`config.mk`:
```
export PLATFORM = sky130hd
export DESIGN_NAME = anv_host
export DESIGN_NICKNAME = d
export VERILOG_FILES = /design/src/common/anv_pkg.sv /design/src/rtl/anv_timer.sv /design/src/rtl/anv_host.sv
export SDC_FILE = /design/constraint.sdc
export NUM_CORES = 1
export LEC_CHECK = 0
export CELL_PAD_IN_SITES_DETAIL_PLACEMENT = 0
export CELL_PAD_IN_SITES_GLOBAL_PLACEMENT = 1
export CORE_MARGIN = 5
export CORE_UTILIZATION = 35
export DETAILED_ROUTE_END_ITERATION = 8
export DONT_BUFFER_PORTS = 1
export GPL_TIMING_DRIVEN = 0
export PLACE_DENSITY = 0.7
export SLEW_MARGIN = 20
export SYNTH_ARGS = -nofsm -noshare
export SYNTH_HDL_FRONTEND = slang
export SYNTH_SLANG_ARGS = --single-unit
```
`constraint.sdc`:
```
create_clock -name clk -period 5.1 [get_ports clk]
set_input_delay 0.255 -clock clk [delete_from_list [all_inputs] [get_ports clk]]
set_output_delay 0.255 -clock clk [all_outputs]
set_load 0.01 [all_outputs]
```
`src/common/anv_pkg.sv`:
```
package anv_pkg;
  // ---------------------------------------------------------------
  // Geometry
  // ---------------------------------------------------------------
  localparam int ADDR_W = 21;
  localparam int DATA_W = 16;
  localparam int CLK_PERIOD_NS = 40;

  // ---------------------------------------------------------------
  // Timing in ns, and derived clock counts
  // ---------------------------------------------------------------
  localparam int CYCLE_TIME_NS = 35;
  localparam int CYCLE_TIME_EXT_NS = 45;
  localparam int HIGH_HOLD_NS = 2;
  localparam int ADDR_TO_END_NS = 20;
  localparam int ADDR_TO_END_EXT_NS = 30;
  localparam int WR_PULSE_NS = 15;
  localparam int DATA_VALID_BEFORE_END_NS = 10;
  localparam int OE_ACCESS_TIME_NS = 15;
  localparam int LANE_ACCESS_TIME_NS = 15;
  localparam int ADDR_ACCESS_NS = 35;
  localparam int ADDR_ACCESS_EXT_NS = 45;
  localparam int RELEASE_NS = 15;
  localparam int WR_RECOVER_NS = 12;
  localparam int STARTUP_NS = 2000000;

  // Least times round up, never below one cycle
  function automatic int ns_to_cyc(input int ns);
    int c;
    c = (ns + CLK_PERIOD_NS - 1) / CLK_PERIOD_NS;
    return (c < 1) ? 1 : c;
  endfunction : ns_to_cyc

  localparam int CYCLE_TIME_CYC = ns_to_cyc(CYCLE_TIME_EXT_NS);
  localparam int WR_PULSE_CYC = ns_to_cyc(ADDR_TO_END_EXT_NS);
  localparam int DATA_SETUP_CYC = ns_to_cyc(DATA_VALID_BEFORE_END_NS);
  localparam int RD_WAIT_CYC = ns_to_cyc(ADDR_ACCESS_EXT_NS);
  localparam int HIGH_HOLD_CYC = ns_to_cyc(HIGH_HOLD_NS);
  localparam int RECOVER_CYC = ns_to_cyc(RELEASE_NS);
  localparam int STARTUP_CYC = ns_to_cyc(STARTUP_NS);

  typedef enum logic [2:0] {
    ANV_BOOT = 3'b000,
    ANV_IDLE = 3'b001,
    ANV_RD = 3'b010,
    ANV_WR = 3'b011,
    ANV_GAP = 3'b100
  } anv_state_e;
endpackage : anv_pkg

```
`src/rtl/anv_timer.sv`:
```
`timescale 1ns/1ns
// Down counter: load a count, pulse done when it reaches one
module anv_timer import anv_pkg::*; #(
  parameter int W = 17
) (
  input wire logic clk,
  input wire logic reset,
  input wire logic load,
  input wire logic [W-1:0] value,
  output logic busy,
  output logic done
);
  logic [W-1:0] cnt_q;
  logic [W-1:0] cnt_d;

  // ---------------------------------------------------------------
  // Counter
  // ---------------------------------------------------------------
  always_comb begin
    cnt_d = cnt_q;
    if (load) begin
      cnt_d = value;
    end else if (cnt_q != '0) begin
      cnt_d = cnt_q - W'(1);
    end
  end

  always_ff @(posedge clk) begin
    if (reset) begin
      cnt_q <= '0;
    end else begin
      cnt_q <= cnt_d;
    end
  end

  assign busy = (cnt_q != '0);
  assign done = (cnt_q == W'(1)); // Last cycle of the wait
endmodule : anv_timer

```
`src/rtl/anv_host.sv`:
```
`timescale 1ns/1ns
module anv_host import anv_pkg::*; #(
  parameter int STARTUP_CYCLES = STARTUP_CYC,
  parameter int CNT_W = 17
) (
  input wire logic clk,
  input wire logic reset,
  input wire logic req_valid,
  input wire logic req_write,
  input wire logic [ADDR_W-1:0] req_addr,
  input wire logic [DATA_W-1:0] req_wdata,
  input wire logic [1:0] req_lanes,
  output logic req_ready,
  output logic rsp_valid,
  output logic [DATA_W-1:0] rsp_rdata,
  output logic [ADDR_W-1:0] mem_addr,
  output logic chip_sel_n,
  output logic wr_strobe_n,
  output logic out_en_n,
  output logic hi_lane_sel_n,
  output logic lo_lane_sel_n,
  input wire logic [DATA_W-1:0] dq_in,
  output logic [DATA_W-1:0] dq_out,
  output logic dq_oe
);
  anv_state_e st_q, st_d;
  logic ready_q, ready_d;
  logic rsp_q, rsp_d;
  logic [DATA_W-1:0] rdata_q, rdata_d;
  logic [ADDR_W-1:0] addr_q, addr_d;
  logic cs_q, cs_d, we_q, we_d, oe_q, oe_d, hi_q, hi_d, lo_q, lo_d;
  logic [DATA_W-1:0] dout_q, dout_d;
  logic doe_q, doe_d;
  logic tload;
  logic [CNT_W-1:0] tval;
  logic tbusy, tdone;

  // ---------------------------------------------------------------
  // Wait timer shared by every phase
  // ---------------------------------------------------------------
  anv_timer #(.W(CNT_W)) u_timer (
    .clk(clk),
    .reset(reset),
    .load(tload),
    .value(tval),
    .busy(tbusy),
    .done(tdone)
  );

  // ---------------------------------------------------------------
  // Sequencer
  // ---------------------------------------------------------------
  // Each write is one whole cycle of select low, each read two; gap keeps all strobes high
  always_comb begin
    st_d = st_q;
    ready_d = 1'b0;
    rsp_d = 1'b0;
    rdata_d = rdata_q;
    addr_d = addr_q;
    cs_d = cs_q;
    we_d = we_q;
    oe_d = oe_q;
    hi_d = hi_q;
    lo_d = lo_q;
    dout_d = dout_q;
    doe_d = doe_q;
    tload = 1'b0;
    tval = '0;
    case (st_q)
      ANV_BOOT: begin
        // Strobes held high through the power-up wait
        if (!tbusy) begin
          tload = 1'b1;
          tval = CNT_W'(STARTUP_CYCLES);
        end
        if (tdone) begin
          st_d = ANV_IDLE;
          ready_d = 1'b1;
        end
      end
      ANV_IDLE: begin
        ready_d = 1'b1;
        if (req_valid && ready_q && req_lanes != 2'b00) begin
          ready_d = 1'b0;
          // Address driven with select, never after it
          addr_d = req_addr;
          cs_d = 1'b0;
          // Both lanes switch on one edge, zero skew
          hi_d = ~req_lanes[1];
          lo_d = ~req_lanes[0];
          tload = 1'b1;
          if (req_write) begin
            // Strobe falls with select, output enable stays high
            we_d = 1'b0;
            dout_d = req_wdata;
            doe_d = 1'b1; // Device already floated at this edge
            tval = CNT_W'(WR_PULSE_CYC);
            st_d = ANV_WR;
          end else begin
            we_d = 1'b1;
            oe_d = 1'b0;
            tval = CNT_W'(RD_WAIT_CYC); // Covers address, enable, lane access
            st_d = ANV_RD;
          end
        end
      end
      ANV_RD: begin
        if (tdone) begin
          rdata_d = dq_in; // Sampled before any address change
          rsp_d = 1'b1;
          cs_d = 1'b1;
          oe_d = 1'b1;
          hi_d = 1'b1;
          lo_d = 1'b1;
          tload = 1'b1;
          tval = CNT_W'(RECOVER_CYC); // Bus released before next drive
          st_d = ANV_GAP;
        end
      end
      ANV_WR: begin
        // Pulse and data setup both cover the longest need
        if (tdone) begin
          // Select and strobe rise together: overlap ends here
          cs_d = 1'b1;
          we_d = 1'b1;
          hi_d = 1'b1;
          lo_d = 1'b1;
          rsp_d = 1'b1;
          tload = 1'b1;
          tval = CNT_W'(RECOVER_CYC);
          st_d = ANV_GAP;
        end
      end
      ANV_GAP: begin
        // Data held one cycle past the end edge, dropped as the gap ends
        doe_d = 1'b0;
        // Strobes stay high, spacing select falls
        if (tdone) begin
          st_d = ANV_IDLE;
          ready_d = 1'b1;
        end
      end
      default: begin
        st_d = ANV_BOOT;
      end
    endcase
  end

  always_ff @(posedge clk) begin
    if (reset) begin
      st_q <= ANV_BOOT;
      ready_q <= 1'b0;
      rsp_q <= 1'b0;
      rdata_q <= '0;
      addr_q <= '0;
      cs_q <= 1'b1;
      we_q <= 1'b1;
      oe_q <= 1'b1;
      hi_q <= 1'b1;
      lo_q <= 1'b1;
      dout_q <= '0;
      doe_q <= 1'b0;
    end else begin
      st_q <= st_d;
      ready_q <= ready_d;
      rsp_q <= rsp_d;
      rdata_q <= rdata_d;
      addr_q <= addr_d;
      cs_q <= cs_d;
      we_q <= we_d;
      oe_q <= oe_d;
      hi_q <= hi_d;
      lo_q <= lo_d;
      dout_q <= dout_d;
      doe_q <= doe_d;
    end
  end

  // ---------------------------------------------------------------
  // Outputs, all straight from flip-flops
  // ---------------------------------------------------------------
  assign req_ready = ready_q;
  assign rsp_valid = rsp_q;
  assign rsp_rdata = rdata_q;
  assign mem_addr = addr_q;
  assign chip_sel_n = cs_q;
  assign wr_strobe_n = we_q;
  assign out_en_n = oe_q;
  assign hi_lane_sel_n = hi_q;
  assign lo_lane_sel_n = lo_q;
  assign dq_out = dout_q;
  assign dq_oe = doe_q;
endmodule : anv_host

```
==> qor.csv <==
metric,value,unit
number of nets at the end of the flow,459,
DRC errors left,0,
Clk Tree Root Cell,sky130_fd_sc_hd__clkbuf_8,
transition at the pin with the smallest max-transition slack,923.9,ps
fraction of layout cells with a size suffix above 1,0.07232,
Net Switching,0.5915,mW
number of synthesized flops with an enable pin,0,
first-pass GRT wire length,12990,um
element type at the critical path end,flip-flop,
crit start category,flip-flop,
Comb pwr share,0.264,
first drt pass iteration count,4,
pin count of the biggest net entering global routing,15,
floorplan core area,9153,um2
H-tree lvl count,3,
overall global routing resource usage,0.1464,
synth unique cells,45,
Worst Clk Skew,9.849,ps
number of standard cells in the final layout excluding fillers,512,
worst setup timing slack at the placement stage,2658,ps
share of power burned in the clock network,0.331,
# IOs,120,
critical path class,reg2reg,
cell area after technology mapping,3268,um2
complex-gate fraction of the synthesized area,0.1332,
"share of synthesized cell area in and, or, nand and nor gates",0.2477,
synthesized instance count,384,
largest family of logic cells by synthesized area,simple AND/OR/NAND/NOR gates,
total nets after synthesis,446,
outcome,completed,
Routability Congestion,0.8015,
worst-path cell chain,inv_1 > ha_1 > or3b_2 > a21oi_1 > a21oi_1 > nand2b_1 > clkbuf_1 > nor3_1,
CTS tree,done,
sequential fraction of the synthesis area,0.4962,
residual overflow from global routing,0,
final period demand of the worst path,2471,ps
YS warnings,0,
unrepaired setup endpoints after global routing,no,
share of synthesized registers carrying an async set or reset,0,
Int Power,1.267,mW
launch instance of the worst register-to-register path,u_timer.cnt_q[0],
Hold/Removal Path Class,in2reg,
WP depth,8,
upper clock frequency limit,404.6,MHz
clock latency on the worst-skew pair,360,ps
setup violation total in the final timing report,0,
maximum count of clock buffers along a single path,2,
fraction of synthesized cell area in xor and xnor cells,0.02680,
CTS buffer count,9,
final setup margin,2629,ps
CP Launch Point,u_timer.cnt_q[0],
Die Ht,106.6,um
share of total power consumed by net switching,0.3182,
relative contribution of sequential cells to total power,0.405,
fin crit share,0.4846,
number of synthesized register bits,81,
area growth from synthesis to final layout,12.86,%
DIE WIDTH,106.6,um
MaxCap Viol Count,0,
Layout fillers,925,
count of buffers added by post-CTS timing repair for setup,0,
Post-Route WL,8270,um
number of nets with antenna violations after detailed routing,0,
Critical Path End,u_timer.cnt_q[16],
vias per cell,5.160,
final total negative setup slack,0,ps
ys flop type,sky130_fd_sc_hd__dfxtp_1,
routed length per instance,16.15,um
cell with the largest stage delay on the worst path,sky130_fd_sc_hd__or3b_2,
"Arr. time, crit path",2690,ps
number of hold violations in the final report,0,
power per cell area,503.9,nW/um2
crit-path leading delay family,simple AND/OR/NAND/NOR gates,
cell repeated most along the worst path,sky130_fd_sc_hd__a21oi_1,
required time reported for the critical path endpoint,5320,ps
max-slew violation total from the final report,0,
Buf/Inv on CP,2,
cells on worst reg2reg path,8,
"setup slack, reg-to-reg",2630,ps
highest ir drop seen on vdd,0.1760,mV
count of buffers inserted at the top-level ports,0,
core utilization of the finished layout,0.4030,
"arithmetic-cell share of the synthesized area counting full adders, half adders and majority gates",0.01149,
row count,35,
via count of the first global-routing pass,2529,
antenna cell count,0,
total via count in the routed design,2642,
multiplexer share of the synthesized area,0.04900,
post-placement cell count,495,
antenna violations before repair,0,
Static Leak,1.240,nW
top fanout value on the critical path,9,
die area,11370,um2
clock slew at reported path FFs,90,ps
worst rel slew slack,0.3828,
initial DRC count,189,
mean post-synth cell area,8.511,um2
endpoint of the lowest-slack register-to-register path,u_timer.cnt_q[16],
HPWL reported at the end of detailed placement,6107,um
Sinks on Clock Net,81,
largest stage delay on the critical path,470,ps
Initial Utilization,0.3571,
[worst min-delay path by stage]
stage,from,endpoint,slack (ps),cells after the start
final,req_addr[10],mem_addr[10],20,2
after global routing,req_addr[20],mem_addr[20],2,2
after CTS,req_addr[20],mem_addr[20],7,2
after detailed placement,req_addr[3],mem_addr[3],400,2
after global placement,req_addr[3],mem_addr[3],390,2
after floorplan,req_wdata[0],dq_out[0],390,2
[sequential cells by signal, indices dropped and copies added (netlist names)]
register	cells
dq_out	16
out_en_n	1
mem_addr	21
rsp_valid	1
st_q	3
rsp_rdata	16
hi_lane_sel_n	1
u_timer.cnt_q	17
req_ready	1
chip_sel_n	1
wr_strobe_n	1
lo_lane_sel_n	1
dq_oe	1
[power groups by stage]
stage | Clock [mW] | Combinational [mW] | Sequential [mW]
finish | 0.615 | 0.491 | 0.753
global route | 0.663 | 0.556 | 0.762
CTS | 0.630 | 0.494 | 0.753
detailed placement | 0 | 0.490 | 0.767
global placement | 0 | 0.486 | 0.765
floorplan | 0 | 0.400 | 0.754
[what timing repair did]
action,CTS,global route
gates resized for setup,0,0
hold buffers,0,2
hold endpoints to repair,0,2
[Yosys cell counts (3+ instances only)]
cell	count	share of area
sky130_fd_sc_hd__nor3_1	8	0.012
sky130_fd_sc_hd__nand2_1	88	0.10
sky130_fd_sc_hd__mux2i_1	16	0.049
sky130_fd_sc_hd__xnor2_1	5	0.013
sky130_fd_sc_hd__inv_1	6	0.0069
sky130_fd_sc_hd__nor2_1	31	0.036
sky130_fd_sc_hd__buf_2	3	0.0046
sky130_fd_sc_hd__clkbuf_1	14	0.016
sky130_fd_sc_hd__nand3_1	10	0.015
sky130_fd_sc_hd__and2_1	3	0.0057
sky130_fd_sc_hd__xor2_1	5	0.013
sky130_fd_sc_hd__a21oi_1	53	0.081
sky130_fd_sc_hd__o22ai_1	5	0.0096
sky130_fd_sc_hd__o21ai_0	8	0.012
sky130_fd_sc_hd__nand4_1	4	0.0077
sky130_fd_sc_hd__dfxtp_1	81	0.50
sky130_fd_sc_hd__or3_1	3	0.0057
sky130_fd_sc_hd__ha_1	3	0.011
sky130_fd_sc_hd__nand2b_1	6	0.011
[cell type report]
cell class	count	area (um2)	area share
repair buffers	2	20.02	0.005427
inverters	6	22.52	0.006106
clock buffers	9	123.9	0.03358
plain buffers	21	93.84	0.02544
clock inverters	6	137.6	0.03731
well taps	111	138.9	0.03765
multi-input cells	276	1530	0.4149
flip-flops and latches	81	1622	0.4396
[stage by stage]
stage	power, mW	hold WS, ps	instance area (um2)
after global routing	1.981	1.529	3689
final	1.859	20.97	3689
after floorplan	1.155	391.0	3268
after CTS	1.877	6.973	3669
after detailed placement	1.257	398.7	3407
after global placement	1.251	393.6	3407
[cell usage in the layout (no fill, tap or decap), drive strengths merged, types with 2 or more instances in the layout]
| cell | synthesis | final |
|---|---|---|
| or3 | 3 | 3 |
| and2 | 3 | 3 |
| buf | 7 | 7 |
| nand2b | 6 | 6 |
| a21oi | 53 | 53 |
| or3b | 2 | 2 |
| xnor2 | 5 | 5 |
| nor3 | 9 | 9 |
| nor2b | 2 | 2 |
| ha | 3 | 3 |
| xor2 | 5 | 5 |
| nor4 | 4 | 4 |
| bufinv | 0 | 4 |
| mux2i | 16 | 16 |
| dlygate4sd3 | 0 | 2 |
| clkbuf | 14 | 23 |
| nor2 | 31 | 31 |
| nor3b | 2 | 2 |
| o21ai | 8 | 8 |
| nand4 | 5 | 5 |
| nand3 | 10 | 10 |
| nand3b | 2 | 2 |
| inv | 6 | 8 |
| nand2 | 89 | 89 |
| o22ai | 5 | 5 |
| dfxtp | 81 | 81 |
[routing by layer]
layer  global-route usage  share of wire  vias up
met5                    0              0        -
met4              0.05936          0.020        0
met1               0.1787           0.43     1202
met2               0.2248           0.45       96
met3              0.06562          0.098       13
li1                     -              -     1331
[cells by family after synthesis]
logic type                 count (synthesis)
and+or+nand+nor                          170
xor gates and xnor gates                  10
adders and majority gates                  3
buffers and inverters                     27
muxes                                     16
DFF                                       81
AOI/OAI and AO/OA                         77
(Power assumes the default switching activity.)
